### src/pkg/ubq_pkg.sv
package ubq_pkg;
  // ==========================================================
  // Buffer geometry
  localparam int QSLOTS = 4;
  localparam int QLOCS = 7;
  localparam int RX_DEPTH = 62;
  localparam logic [2:0] LAST_LOC = 3'h6;
  localparam logic [5:0] RX_LAST_ADDR = 6'h3D;
  localparam logic [6:0] RX_DEPTH_W = 7'h3E;
  // ==========================================================
  // Values
  localparam logic [7:0] LEN_MAX_STD = 8'h3E;
  localparam logic [7:0] LEN_RST = 8'h00;
  localparam logic [7:0] FILL_ODD = 8'hD3;
  localparam logic [7:0] FILL_EVEN = 8'hC2;
  localparam logic [5:0] RD_PTR_RST = 6'h00;
  localparam logic [5:0] WR_PTR_RST = 6'h01;
  localparam logic [5:0] NXT_PTR_RST = 6'h00;
  localparam logic [1:0] SLOT_RST = 2'h0;
  // ==========================================================
  // Host commands
  localparam logic [7:0] CMD_CLR_TX = 8'h20;
  localparam logic [7:0] CMD_CLR_RX = 8'hE0;
  localparam logic [7:0] CMD_RD_RX = 8'h91;
  localparam logic [7:0] CMD_RD_MSG = 8'h93;
  localparam logic [7:0] CMD_WR_LDQ = 8'hB0;
  localparam logic [7:0] CMD_WR_LDQ_END = 8'hBC;
  localparam logic [7:0] CMD_RD_LDQ = 8'hC1;
  localparam logic [7:0] CMD_RD_LDQ_END = 8'hCD;
  // ==========================================================
  // Timing
  localparam int CLK_PERIOD_PS = 5000;
  localparam int IDLE_TIME_NS = 5000;
  localparam int IDLE_CYCLES = (IDLE_TIME_NS * 1000 + CLK_PERIOD_PS - 1) / CLK_PERIOD_PS;
  localparam int IDLE_W = $clog2(IDLE_CYCLES + 1);
  // ==========================================================
  // Link character kinds
  typedef enum logic [1:0] {LK_NONE, LK_DATA, LK_PRE, LK_STOP} ubq_kind_t;

  // Default queue content, also the fill pattern past location 6.
  function automatic logic [7:0] ubq_dflt(input logic [7:0] idx);
    return (idx == 8'h00) ? LEN_RST : (idx[0] ? FILL_ODD : FILL_EVEN);
  endfunction

  function automatic logic [5:0] ubq_rx_inc(input logic [5:0] p);
    return (p == RX_LAST_ADDR) ? 6'h00 : p + 6'h01;
  endfunction

  function automatic logic [5:0] ubq_rx_dec(input logic [5:0] p);
    return (p == 6'h00) ? RX_LAST_ADDR : p - 6'h01;
  endfunction
endpackage

### src/pkg/ubq_if.sv
`timescale 1ns/10ps
interface ubq_txq_if;
  import ubq_pkg::*;
  logic clear;
  logic unl;
  logic wr_en;
  logic [1:0] wr_slot;
  logic [2:0] wr_loc;
  logic [7:0] wr_data;
  logic restore;
  logic [1:0] restore_slot;
  logic [1:0] rd_slot_a;
  logic [2:0] rd_loc_a;
  logic [7:0] rd_data_a;
  logic [1:0] rd_slot_b;
  logic [2:0] rd_loc_b;
  logic [7:0] rd_data_b;
  modport ctl (output clear, unl, wr_en, wr_slot, wr_loc, wr_data, restore, restore_slot,
    rd_slot_a, rd_loc_a, rd_slot_b, rd_loc_b, input rd_data_a, rd_data_b);
  modport mem (input clear, unl, wr_en, wr_slot, wr_loc, wr_data, restore, restore_slot,
    rd_slot_a, rd_loc_a, rd_slot_b, rd_loc_b, output rd_data_a, rd_data_b);
endinterface

interface ubq_rxr_if;
  import ubq_pkg::*;
  logic clear;
  logic wr_en;
  logic [5:0] wr_addr;
  logic [10:0] wr_word;
  logic [5:0] rd_addr;
  logic [10:0] rd_word;
  modport ctl (output clear, wr_en, wr_addr, wr_word, rd_addr, input rd_word);
  modport mem (input clear, wr_en, wr_addr, wr_word, rd_addr, output rd_word);
endinterface

### src/ubq_top.sv
`timescale 1ns/10ps
// Behaviour
// [RQ1] Without unlimited mode a written length above 62 is stored as 62.
// [RQ2] With unlimited mode lengths up to 255 are stored unchanged.
// [RQ3] Lengths above six are completed with alternating D3h, C2h fill bytes.
// [RQ4] Queues default to length 00h and alternating D3h, C2h data.
// [RQ5] Host writes may start anywhere; writes beyond location 6 are dropped.
// [RQ6] The load slot is never sent and can be read back by command C1h.
// [RQ7] Command B0h advances the load slot, releasing the previous slot to send.
// [RQ8] Load and send slot pointers wrap from 3 to 0.
// [RQ9] Full is shown when the load slot is one behind the send slot.
// [RQ10] Advancing while full is refused and sets transmit overflow.
// [RQ11] Empty is shown while both slot pointers are equal.
// [RQ12] Sending starts with queue mode, a loaded slot and enough receive space, or with unlimited mode in place of the space.
// [RQ13] A started message is sent whole, then its slot returns to defaults.
// [RQ14] A 62-byte ring is written by the receiver and read by the host.
// [RQ15] Ring pointers reset to 00h, 01h and 00h and are read only.
// [RQ16] Empty ring when read pointer is one below write; reads return zero.
// [RQ17] Receive clear resets pointers, zeroes the ring and resets the receiver.
// [RQ18] After a receive clear a preamble or byte-long idle resynchronises first.
// [RQ19] Preambles are not stored; data bytes are stored until stop or preamble.
// [RQ20] Stop stores a null byte and sets stop status, cleared on empty or preamble.
// [RQ21] First, error and last flags are shown for the byte at the read side.
// [RQ22] Data outside a preamble-framed message is discarded.
// [RQ23] Transmit clear zeroes both slot pointers and restores all queue defaults.
// [RQ24] A full ring overwrites its last slot and sets receive overflow until read.
// [RQ25] The interrupt stays asserted while any enabled flag is set.
// [RQ26] After a message is sent the send slot pointer advances.
module ubq_top
  import ubq_pkg::*;
(
  // Clock and reset
  input wire logic CLK,
  input wire logic RSTN,
  // Host command port
  input wire logic CMD_START,
  input wire logic [7:0] CMD_CODE,
  input wire logic BYTE_STB,
  input wire logic [7:0] BYTE_IN,
  output logic [7:0] BYTE_OUT,
  // Configuration
  input wire logic QUEUE_EN,
  input wire logic UNLIMITED,
  input wire logic TX_OVF_CLR,
  input wire logic [3:0] INT_EN,
  // Status
  output logic TX_FULL,
  output logic TX_EMPTY,
  output logic TX_OVF,
  output logic [1:0] LOAD_SLOT,
  output logic [1:0] SEND_SLOT,
  output logic RX_EMPTY,
  output logic RX_STOP,
  output logic RX_OVF,
  output logic FIRST_BYTE,
  output logic BYTE_ERROR,
  output logic LAST_BYTE,
  output logic [7:0] RX_RD_PTR,
  output logic [7:0] RX_WR_PTR,
  output logic [7:0] RX_NXT_PTR,
  output logic INT_N,
  // Receive link from the decoder
  input wire logic RX_LCLK,
  input wire logic [1:0] RX_LKIND,
  input wire logic [7:0] RX_LDATA,
  input wire logic RX_LERR,
  // Transmit byte stream to the encoder
  output logic TX_VALID,
  output logic [7:0] TX_BYTE,
  output logic TX_LAST,
  input wire logic TX_READY
);

  typedef enum logic [1:0] {HM_IDLE, HM_WRQ, HM_RDQ, HM_RDRX} ubq_hmode_t;
  typedef enum logic [1:0] {TS_IDLE, TS_SEND, TS_DONE} ubq_tstate_t;

  ubq_txq_if tq ();
  ubq_rxr_if rq ();

  ubq_txq u_txq (
    .clk (CLK),
    .rst_n (RSTN),
    .q (tq.mem)
  );

  ubq_rxr u_rxr (
    .clk (CLK),
    .rst_n (RSTN),
    .r (rq.mem)
  );

  // ==========================================================
  // Link synchroniser
  logic [11:0] lk_s1_q;
  logic [11:0] lk_s2_q;
  logic lclk_q;
  logic lk_stb;
  ubq_kind_t lk_kind;

  always_ff @(posedge CLK or negedge RSTN)
  begin
    if (!RSTN)
    begin
      lk_s1_q <= 12'h000;
      lk_s2_q <= 12'h000;
      lclk_q <= 1'b0;
    end
    else
    begin
      lk_s1_q <= {RX_LCLK, RX_LKIND, RX_LDATA, RX_LERR};
      lk_s2_q <= lk_s1_q;
      lclk_q <= lk_s2_q[11];
    end
  end

  assign lk_stb = lk_s2_q[11] & ~lclk_q;
  assign lk_kind = ubq_kind_t'(lk_s2_q[10:9]);

  // ==========================================================
  // Host and receive state
  ubq_hmode_t hmode_q, hmode_d;
  logic [2:0] loc_q, loc_d;
  logic wrok_q, wrok_d;
  logic [1:0] ld_q, ld_d;
  logic txovf_q, txovf_d;
  logic [7:0] out_q, out_d;
  logic [5:0] rd_q, rd_d, wr_q, wr_d, nxt_q, nxt_d;
  logic rxstop_q, rxstop_d, rxovf_q, rxovf_d;
  logic inframe_q, inframe_d, first_q, first_d, synced_q, synced_d;
  logic [IDLE_W-1:0] idle_q, idle_d;
  logic [1:0] tx_q, tx_d;
  logic tx_clear, rx_clear, tx_full, tx_empty, rx_empty, rx_full;
  logic [6:0] rx_space;
  logic [7:0] msg_len;

  assign tx_clear = CMD_START && (CMD_CODE == CMD_CLR_TX);
  assign rx_clear = CMD_START && (CMD_CODE == CMD_CLR_RX);
  assign tx_full = ((ld_q + 2'h1) == tx_q); // [RQ9]
  assign tx_empty = (ld_q == tx_q); // [RQ11]
  assign rx_empty = (ubq_rx_inc(rd_q) == wr_q); // [RQ16]
  assign rx_full = (wr_q == rd_q);
  assign rx_space = (wr_q <= rd_q) ? {1'b0, rd_q} - {1'b0, wr_q}
    : {1'b0, rd_q} + RX_DEPTH_W - {1'b0, wr_q};

  assign tq.clear = tx_clear;
  assign tq.unl = UNLIMITED;
  assign tq.wr_slot = ld_q;
  assign tq.wr_loc = loc_q;
  assign tq.wr_data = BYTE_IN;
  assign tq.rd_slot_a = ld_q; // [RQ6]
  assign tq.rd_loc_a = loc_q;
  assign rq.clear = rx_clear;
  assign rq.rd_addr = ubq_rx_inc(rd_q);

  always_comb
  begin
    hmode_d = hmode_q;
    loc_d = loc_q;
    wrok_d = wrok_q;
    ld_d = ld_q;
    txovf_d = txovf_q & ~TX_OVF_CLR;
    out_d = out_q;
    rd_d = rd_q;
    wr_d = wr_q;
    nxt_d = nxt_q;
    rxstop_d = rxstop_q & ~rx_empty; // [RQ20]
    rxovf_d = rxovf_q;
    inframe_d = inframe_q;
    first_d = first_q;
    synced_d = synced_q;
    idle_d = (idle_q == IDLE_W'(IDLE_CYCLES)) ? idle_q : idle_q + 1'b1;
    tq.wr_en = 1'b0;
    rq.wr_en = 1'b0;
    rq.wr_addr = wr_q;
    rq.wr_word = {lk_s2_q[0], 1'b0, first_q, lk_s2_q[8:1]};
    if (CMD_START)
    begin
      hmode_d = HM_IDLE;
      loc_d = CMD_CODE[3:1]; // [RQ5]
      if (CMD_CODE >= CMD_WR_LDQ && CMD_CODE <= CMD_WR_LDQ_END && !CMD_CODE[0])
      begin
        hmode_d = HM_WRQ;
        if (tx_full)
        begin
          txovf_d = 1'b1; // [RQ10]
          wrok_d = 1'b0;
        end
        else
        begin
          ld_d = ld_q + 2'h1; // [RQ7] [RQ8]
          wrok_d = 1'b1;
        end
      end
      else if (CMD_CODE >= CMD_RD_LDQ && CMD_CODE <= CMD_RD_LDQ_END && CMD_CODE[0])
        hmode_d = HM_RDQ; // [RQ6]
      else if (CMD_CODE == CMD_RD_RX)
        hmode_d = HM_RDRX;
      else if (CMD_CODE == CMD_RD_MSG)
      begin
        hmode_d = HM_RDRX;
        rd_d = nxt_q;
      end
      else if (tx_clear)
      begin
        ld_d = SLOT_RST; // [RQ23]
        txovf_d = 1'b0;
      end
    end
    else if (BYTE_STB)
    begin
      case (hmode_q)
        HM_WRQ:
        begin
          tq.wr_en = wrok_q && (loc_q <= LAST_LOC); // [RQ5]
          loc_d = (loc_q > LAST_LOC) ? loc_q : loc_q + 3'h1;
        end
        HM_RDQ:
        begin
          out_d = tq.rd_data_a;
          loc_d = (loc_q > LAST_LOC) ? loc_q : loc_q + 3'h1;
        end
        HM_RDRX:
        begin
          if (rx_empty)
            out_d = 8'h00; // [RQ16]
          else
          begin
            out_d = rq.rd_word[7:0];
            rd_d = ubq_rx_inc(rd_q);
            rxovf_d = 1'b0; // [RQ24]
            if (rq.rd_word[9])
              nxt_d = ubq_rx_inc(rd_q);
          end
        end
        default:
          out_d = out_q;
      endcase
    end
    if (lk_stb)
    begin
      idle_d = '0;
      case (lk_kind)
        LK_PRE:
        begin
          if (synced_q)
          begin
            inframe_d = 1'b1; // [RQ19]
            first_d = 1'b1;
            rxstop_d = 1'b0; // [RQ20]
          end
          else
            synced_d = 1'b1; // [RQ18]
        end
        LK_DATA, LK_STOP:
        begin
          if (inframe_q)
          begin
            rq.wr_en = 1'b1; // [RQ19] [RQ22]
            first_d = 1'b0;
            if (lk_kind == LK_STOP)
            begin
              rq.wr_word = {lk_s2_q[0], 1'b1, first_q, 8'h00}; // [RQ20] [RQ21]
              inframe_d = 1'b0;
              rxstop_d = 1'b1;
            end
            if (rx_full)
            begin
              rq.wr_addr = ubq_rx_dec(wr_q); // [RQ24]
              rxovf_d = 1'b1;
            end
            else
              wr_d = ubq_rx_inc(wr_q);
          end
        end
        default:
          inframe_d = inframe_q;
      endcase
    end
    else if (idle_q == IDLE_W'(IDLE_CYCLES))
      synced_d = 1'b1; // [RQ18]
    if (rx_clear)
    begin
      rd_d = RD_PTR_RST; // [RQ17]
      wr_d = WR_PTR_RST;
      nxt_d = NXT_PTR_RST;
      rxstop_d = 1'b0;
      rxovf_d = 1'b0;
      inframe_d = 1'b0;
      first_d = 1'b0;
      synced_d = 1'b0; // [RQ18]
      idle_d = '0;
      rq.wr_en = 1'b0;
    end
  end

  always_ff @(posedge CLK or negedge RSTN)
  begin
    if (!RSTN)
    begin
      hmode_q <= HM_IDLE;
      loc_q <= 3'h0;
      wrok_q <= 1'b0;
      ld_q <= SLOT_RST;
      txovf_q <= 1'b0;
      out_q <= 8'h00;
      rd_q <= RD_PTR_RST; // [RQ15]
      wr_q <= WR_PTR_RST;
      nxt_q <= NXT_PTR_RST;
      rxstop_q <= 1'b0;
      rxovf_q <= 1'b0;
      inframe_q <= 1'b0;
      first_q <= 1'b0;
      synced_q <= 1'b0;
      idle_q <= '0;
    end
    else
    begin
      hmode_q <= hmode_d;
      loc_q <= loc_d;
      wrok_q <= wrok_d;
      ld_q <= ld_d;
      txovf_q <= txovf_d;
      out_q <= out_d;
      rd_q <= rd_d;
      wr_q <= wr_d;
      nxt_q <= nxt_d;
      rxstop_q <= rxstop_d;
      rxovf_q <= rxovf_d;
      inframe_q <= inframe_d;
      first_q <= first_d;
      synced_q <= synced_d;
      idle_q <= idle_d;
    end
  end

  // ==========================================================
  // Transmit sequencer
  ubq_tstate_t ts_q, ts_d;
  logic [7:0] len_q, len_d, idx_q, idx_d, byte_q, byte_d;
  logic valid_q, valid_d, last_q, last_d;
  logic [7:0] nidx;

  assign nidx = idx_q + 8'h01;
  assign msg_len = tq.rd_data_b;
  assign tq.rd_slot_b = tx_q;
  assign tq.rd_loc_b = (ts_q == TS_IDLE || nidx > 8'(LAST_LOC)) ? 3'h0 : nidx[2:0];
  assign tq.restore = (ts_q == TS_DONE);
  assign tq.restore_slot = tx_q;

  always_comb
  begin
    ts_d = ts_q;
    len_d = len_q;
    idx_d = idx_q;
    byte_d = byte_q;
    valid_d = valid_q;
    last_d = last_q;
    tx_d = tx_q;
    case (ts_q)
      TS_IDLE:
      begin
        if (QUEUE_EN && !tx_empty && (UNLIMITED || {1'b0, rx_space} >= msg_len)) // [RQ12]
        begin
          ts_d = TS_SEND;
          len_d = msg_len;
          idx_d = 8'h00;
        end
      end
      TS_SEND:
      begin
        if (!valid_q || TX_READY)
        begin
          if (idx_q == len_q)
          begin
            ts_d = TS_DONE; // [RQ13]
            valid_d = 1'b0;
            last_d = 1'b0;
          end
          else
          begin
            idx_d = nidx;
            valid_d = 1'b1;
            last_d = (nidx == len_q);
            byte_d = (nidx > 8'(LAST_LOC)) ? ubq_dflt(nidx) : tq.rd_data_b; // [RQ3]
          end
        end
      end
      TS_DONE:
      begin
        ts_d = TS_IDLE;
        tx_d = tx_q + 2'h1; // [RQ26] [RQ8]
      end
      default:
        ts_d = TS_IDLE;
    endcase
    if (tx_clear)
    begin
      ts_d = TS_IDLE; // [RQ23]
      valid_d = 1'b0;
      last_d = 1'b0;
      tx_d = SLOT_RST;
    end
  end

  always_ff @(posedge CLK or negedge RSTN)
  begin
    if (!RSTN)
    begin
      ts_q <= TS_IDLE;
      len_q <= 8'h00;
      idx_q <= 8'h00;
      byte_q <= 8'h00;
      valid_q <= 1'b0;
      last_q <= 1'b0;
      tx_q <= SLOT_RST;
    end
    else
    begin
      ts_q <= ts_d;
      len_q <= len_d;
      idx_q <= idx_d;
      byte_q <= byte_d;
      valid_q <= valid_d;
      last_q <= last_d;
      tx_q <= tx_d;
    end
  end

  // ==========================================================
  // Outputs
  assign BYTE_OUT = out_q;
  assign TX_FULL = tx_full;
  assign TX_EMPTY = tx_empty;
  assign TX_OVF = txovf_q;
  assign LOAD_SLOT = ld_q;
  assign SEND_SLOT = tx_q;
  assign RX_EMPTY = rx_empty;
  assign RX_STOP = rxstop_q;
  assign RX_OVF = rxovf_q;
  assign FIRST_BYTE = rq.rd_word[8]; // [RQ21]
  assign LAST_BYTE = rq.rd_word[9];
  assign BYTE_ERROR = rq.rd_word[10];
  assign RX_RD_PTR = {2'h0, rd_q};
  assign RX_WR_PTR = {2'h0, wr_q};
  assign RX_NXT_PTR = {2'h0, nxt_q};
  assign INT_N = ~|({rq.rd_word[10], rxovf_q, rxstop_q, txovf_q} & INT_EN); // [RQ25]
  assign TX_VALID = valid_q;
  assign TX_BYTE = byte_q;
  assign TX_LAST = last_q;

endmodule

### src/ubq_txq.sv
`timescale 1ns/10ps
module ubq_txq
  import ubq_pkg::*;
(
  // Clock and reset
  input wire logic clk,
  input wire logic rst_n,
  // Queue access
  ubq_txq_if.mem q
);

  // ==========================================================
  // Queue storage
  logic [7:0] mem_q [QSLOTS][QLOCS];

  function automatic logic [7:0] clamp_len(input logic [7:0] v, input logic unl);
    return (!unl && v > LEN_MAX_STD) ? LEN_MAX_STD : v;
  endfunction

  always_ff @(posedge clk or negedge rst_n)
  begin
    if (!rst_n)
    begin
      for (int s = 0; s < QSLOTS; s++)
        for (int l = 0; l < QLOCS; l++)
          mem_q[s][l] <= ubq_dflt(8'(l)); // [RQ4]
    end
    else
    begin
      for (int s = 0; s < QSLOTS; s++)
        for (int l = 0; l < QLOCS; l++)
          if (q.clear || (q.restore && q.restore_slot == 2'(s)))
            mem_q[s][l] <= ubq_dflt(8'(l)); // [RQ13] [RQ23]
          else if (q.wr_en && q.wr_slot == 2'(s) && q.wr_loc == 3'(l))
            mem_q[s][l] <= (l == 0) ? clamp_len(q.wr_data, q.unl) : q.wr_data; // [RQ1] [RQ2]
    end
  end

  // ==========================================================
  // Read ports, location 7 reads as zero
  assign q.rd_data_a = (q.rd_loc_a <= LAST_LOC) ? mem_q[q.rd_slot_a][q.rd_loc_a] : 8'h00;
  assign q.rd_data_b = (q.rd_loc_b <= LAST_LOC) ? mem_q[q.rd_slot_b][q.rd_loc_b] : 8'h00;

endmodule

### src/ubq_rxr.sv
`timescale 1ns/10ps
module ubq_rxr
  import ubq_pkg::*;
(
  // Clock and reset
  input wire logic clk,
  input wire logic rst_n,
  // Ring access
  ubq_rxr_if.mem r
);

  // ==========================================================
  // Ring storage: {error, last, first, data}
  logic [10:0] mem_q [RX_DEPTH];

  always_ff @(posedge clk or negedge rst_n)
  begin
    if (!rst_n)
    begin
      for (int i = 0; i < RX_DEPTH; i++)
        mem_q[i] <= 11'h000;
    end
    else if (r.clear)
    begin
      for (int i = 0; i < RX_DEPTH; i++)
        mem_q[i] <= 11'h000; // [RQ17]
    end
    else if (r.wr_en)
      mem_q[r.wr_addr] <= r.wr_word; // [RQ14]
  end

  assign r.rd_word = mem_q[r.rd_addr];

endmodule

### config.mk
export PLATFORM = sky130hd
export DESIGN_NAME = ubq_top
export DESIGN_NICKNAME = d
export VERILOG_FILES = /design/src/pkg/ubq_pkg.sv /design/src/pkg/ubq_if.sv /design/src/ubq_top.sv /design/src/ubq_txq.sv /design/src/ubq_rxr.sv
export SDC_FILE = /design/constraint.sdc
export NUM_CORES = 2
export LEC_CHECK = 0
export ABC_AREA = 0
export BUFFER_PORTS_ARGS = -buffer_cell sky130_fd_sc_hd__buf_2
export CORE_ASPECT_RATIO = 0.7
export CORE_MARGIN = 8
export CORE_UTILIZATION = 28
export CTS_CLUSTER_SIZE = 20
export DETAILED_ROUTE_END_ITERATION = 12
export SLEW_MARGIN = 20
export SYNTH_ARGS = -nofsm -noshare
export SYNTH_HDL_FRONTEND = slang
export SYNTH_SLANG_ARGS = --single-unit
### constraint.sdc
create_clock -name CLK -period 6.45 [get_ports CLK]
set_input_delay 0.645 -clock CLK [delete_from_list [all_inputs] [get_ports CLK]]
set_output_delay 0.645 -clock CLK [all_outputs]
set_load 0.02 [all_outputs]
==> metrics <==
status=complete, no violations; IO buf count=89; Setup crit end kind=primary output; final WL=between 200000 and 250000 um; CP Launch Type=flop; Initial Utilization=between 20% and 30%; footprint of the multi-input gates=23850 um2; most frequent cell after synthesis=dfrtp_1; crit path DAT=~5.4 ns; Post-CTS Resized=0; CP Max Fanout=34; vias=~43k; Final Cell Area=slightly below 60000 um2; cell taking the most area after synthesis=dfrtp_1; initial DRC count=just under 7k; FMAX=roughly 170 MHz; drt first pass iters=12; Slew Viols, Final=0; number of distinct library cells after synthesis=96; period utilization=between 90% and 100%; Slew Limit Headroom=17.40%; Critical Path RT=~5.8 ns; Int Power=roughly 15 mW; reg2reg setup slack=around 1.3 ns; Core ar.=around 180000 um2; CTS tree=yes; Placement Cell Area=between 50000 and 60000 um2; fraction of layout cells with a size suffix above 1=between 15 and 20%; IO Count=96; first-pass GRT wire length=about 300000 um; placed instance count=7090; Warnings, synthesis=0; top cell type's share of synthesized area=between 40% and 50%; Routed wire per std cell=about 27 um; Cell Area, Synth=51040 um2; setup_tns=0 ns; chip height=approximately 370 um; worst slew pin tran=~1.2 ns; Seq/Total Area, Yosys=approximately 50%; Setup violations, final=0; Comb pwr share=a little over two fifths; Power Dens Cells=approximately 460 nW/um2; hold_sp=RX_LKIND[1]; largest net degree at the start of global routing=between 150 and 200; kind of critical path=flop to primary output; Post-Synthesis Cells=between 4k and 5k; clk root buf=clkbuf_16; Max Buffers Root-to-Sink=3; vias in the first global route=slightly above 40k; final cell count without fillers=roughly 7.3k; RSZ-0062 raised after global routing=false; clock slew at reported path FFs=0.07 ns; clk_lat worst skew=0.78 ns; GPL Wtd Cong=slightly above 0.9; Static Leak=around 24 nW; Die W=between 500 and 600 um; top cells by count, synth=914 x dfrtp_1, 777 x nand2_1, 587 x a22o_1, 291 x nor2_1, 283 x a21oi_1; drt drc=0; post-layout net count=around 4.9k; DIE AREA=between 150000 and 200000 um2; switching share of power=around 44%; FF+latch count, synth=between 1k and 1.5k; NetSw=about 12 mW; Fill cells=about 18k; Area Growth Syn to Fin=13.38%; Rows=around 130; antenna viol nets, final=0; Util after Layout=between 30% and 40%; initial antenna violation count=8; Crit. Startpoint=rd_q[1]; Final Hold Fails=0; GRT overflow=0; Clk pwr share=approximately a quarter; max cap viols=0; CTS buffer count=103; ys flop type=dfrtp_1; min Tclk post-route=6.009 ns; top post-synthesis cells by area=dfrtp_1 45%, a22o_1 10%, mux4_2 5.9%; asr flop ratio synth=100.0%; gr usage total=19.46%; vias per cell=between 5 and 6; syn avg cell area=10.45 um2; CTS Sinks=1011; Seq pwr share=between 30% and 40%; clock skew=0.08397 ns; register area=roughly 25000 um2; number of flops mapped to enable cells by yosys=0; Hold Crit Class=primary input to flop; detailed placement HPWL=roughly 130000 um; Max VDD drop=slightly below 300 uV; Worst R2R Start=idx_q[0]; H-tree depth=3
==> placed cells by master (no fill, tap or decap), types with 28 or more instances in the layout <==
master	netlist	final
o221ai_1	54	54
nor2_1	291	285
ha_1	47	46
mux2i_1	193	192
dfrtp_1	914	907
dfstp_2	97	97
inv_1	55	54
mux4_2	133	133
nor3_1	37	35
o22ai_1	42	42
a31oi_1	69	69
buf_2	72	88
clkbuf_16	0	104
o21ai_0	132	127
buf_4	14	116
nand2_1	777	776
and3_1	28	28
nor2_2	39	43
a21oi_1	283	278
nand3_1	241	241
a221oi_1	42	42
a22o_1	587	587
xnor2_1	28	28
==> metrics by stage <==
step	power [mW]	hold WS (ns)	setup slack, ns
final	26.36	0.05195	0.4412
after global routing	27.30	0.03012	0.3160
after CTS	26.02	0.0008000	0.5606
after detailed placement	19.29	0.3355	1.392
after global placement	19.25	0.3312	1.262
after floorplan	14.64	0.3312	1.740
==> power by group through the flow <==
| stage | sequential, mW | combinational [mW] | clock, mW |
|---|---|---|---|
| final | 8.41 | 11.2 | 6.71 |
| after global routing | 8.52 | 11.8 | 7.01 |
| after CTS | 8.38 | 10.9 | 6.79 |
| after detailed placement | 8.47 | 10.8 | 0 |
| after global placement | 8.45 | 10.8 | 0 |
| after floorplan | 8.09 | 6.55 | 0 |
==> per-layer routing <==
metal,share of wire (%),track usage [%],wire [um]
met2,40,26.13,79330
met4,3.3,5.897,6571
met3,14,7.504,28200
met5,0.0035,0,7
met1,43,28.52,86250
==> layout make-up <==
class | count | area share, %
antenna | 4 | 0.01730
clock buffer | 132 | 4.938
clock inverter | 61 | 1.559
inverter | 58 | 0.3762
multi-input combinational | 3410 | 41.21
sequential | 1011 | 43.95
tap | 2394 | 5.176
timing repair buffer | 221 | 2.776
==> worst max-delay path, cell delays in order (launching register included) <==
cell and delay, ns:
dfrtp_1 0.46, inv_1 0.17, ha_2 0.24, nand4_1 0.57
a21oi_4 0.73, buf_4 0.53, o221ai_1 0.24, a21oi_1 0.18
o221ai_1 0.20, a311oi_1 0.87, a21boi_0 0.19, buf_2 0.20
==> worst paths after layout <==
| kind | to | depth (start not counted) |
|---|---|---|
| worst max register to register | len_q[4] | 15 |
| min in group asynchronous | TX_VALID | 2 |
| worst max-delay path | INT_N | 11 |
| max in group asynchronous | u_rxr.mem_q[381] | 4 |
| worst min-delay path | lk_s1_q[10] | 1 |
| worst min register to register | lk_s2_q[11] | 0 |
==> state kept, by name (all words and copies together) (netlist names), 8 cells and up <==
signal,flops
BYTE_OUT,8
idx_q,8
len_q,8
TX_BYTE,8
lk_s2_q,12
lk_s1_q,12
u_rxr.mem_q,682
u_txq.mem_q,224
idle_q,10
==> timing repair <==
item / in CTS / in global routing
setup buffers: 0 / 0
endpoints found under the hold margin: 53 / 0
setup endpoints to repair: 0 / 0
hold buffers: 4 / 0
==> kinds of logic after synthesis <==
kind of cell             count (synthesis)  share of synthesized area [%]
AND/OR/NAND/NOR                       1563                          13.88
AO/OA/AOI/OAI                         1403                          20.39
flip-flops                            1011                          49.80
buffers and inverters                  469                          3.883
multiplexers                           341                          9.984
adder cells (fa/ha/maj)                 50                          1.250
XOR/XNOR                                47                         0.8065
other                                    1                       0.007347
Note: power is estimated with default switching activity, not from simulation.
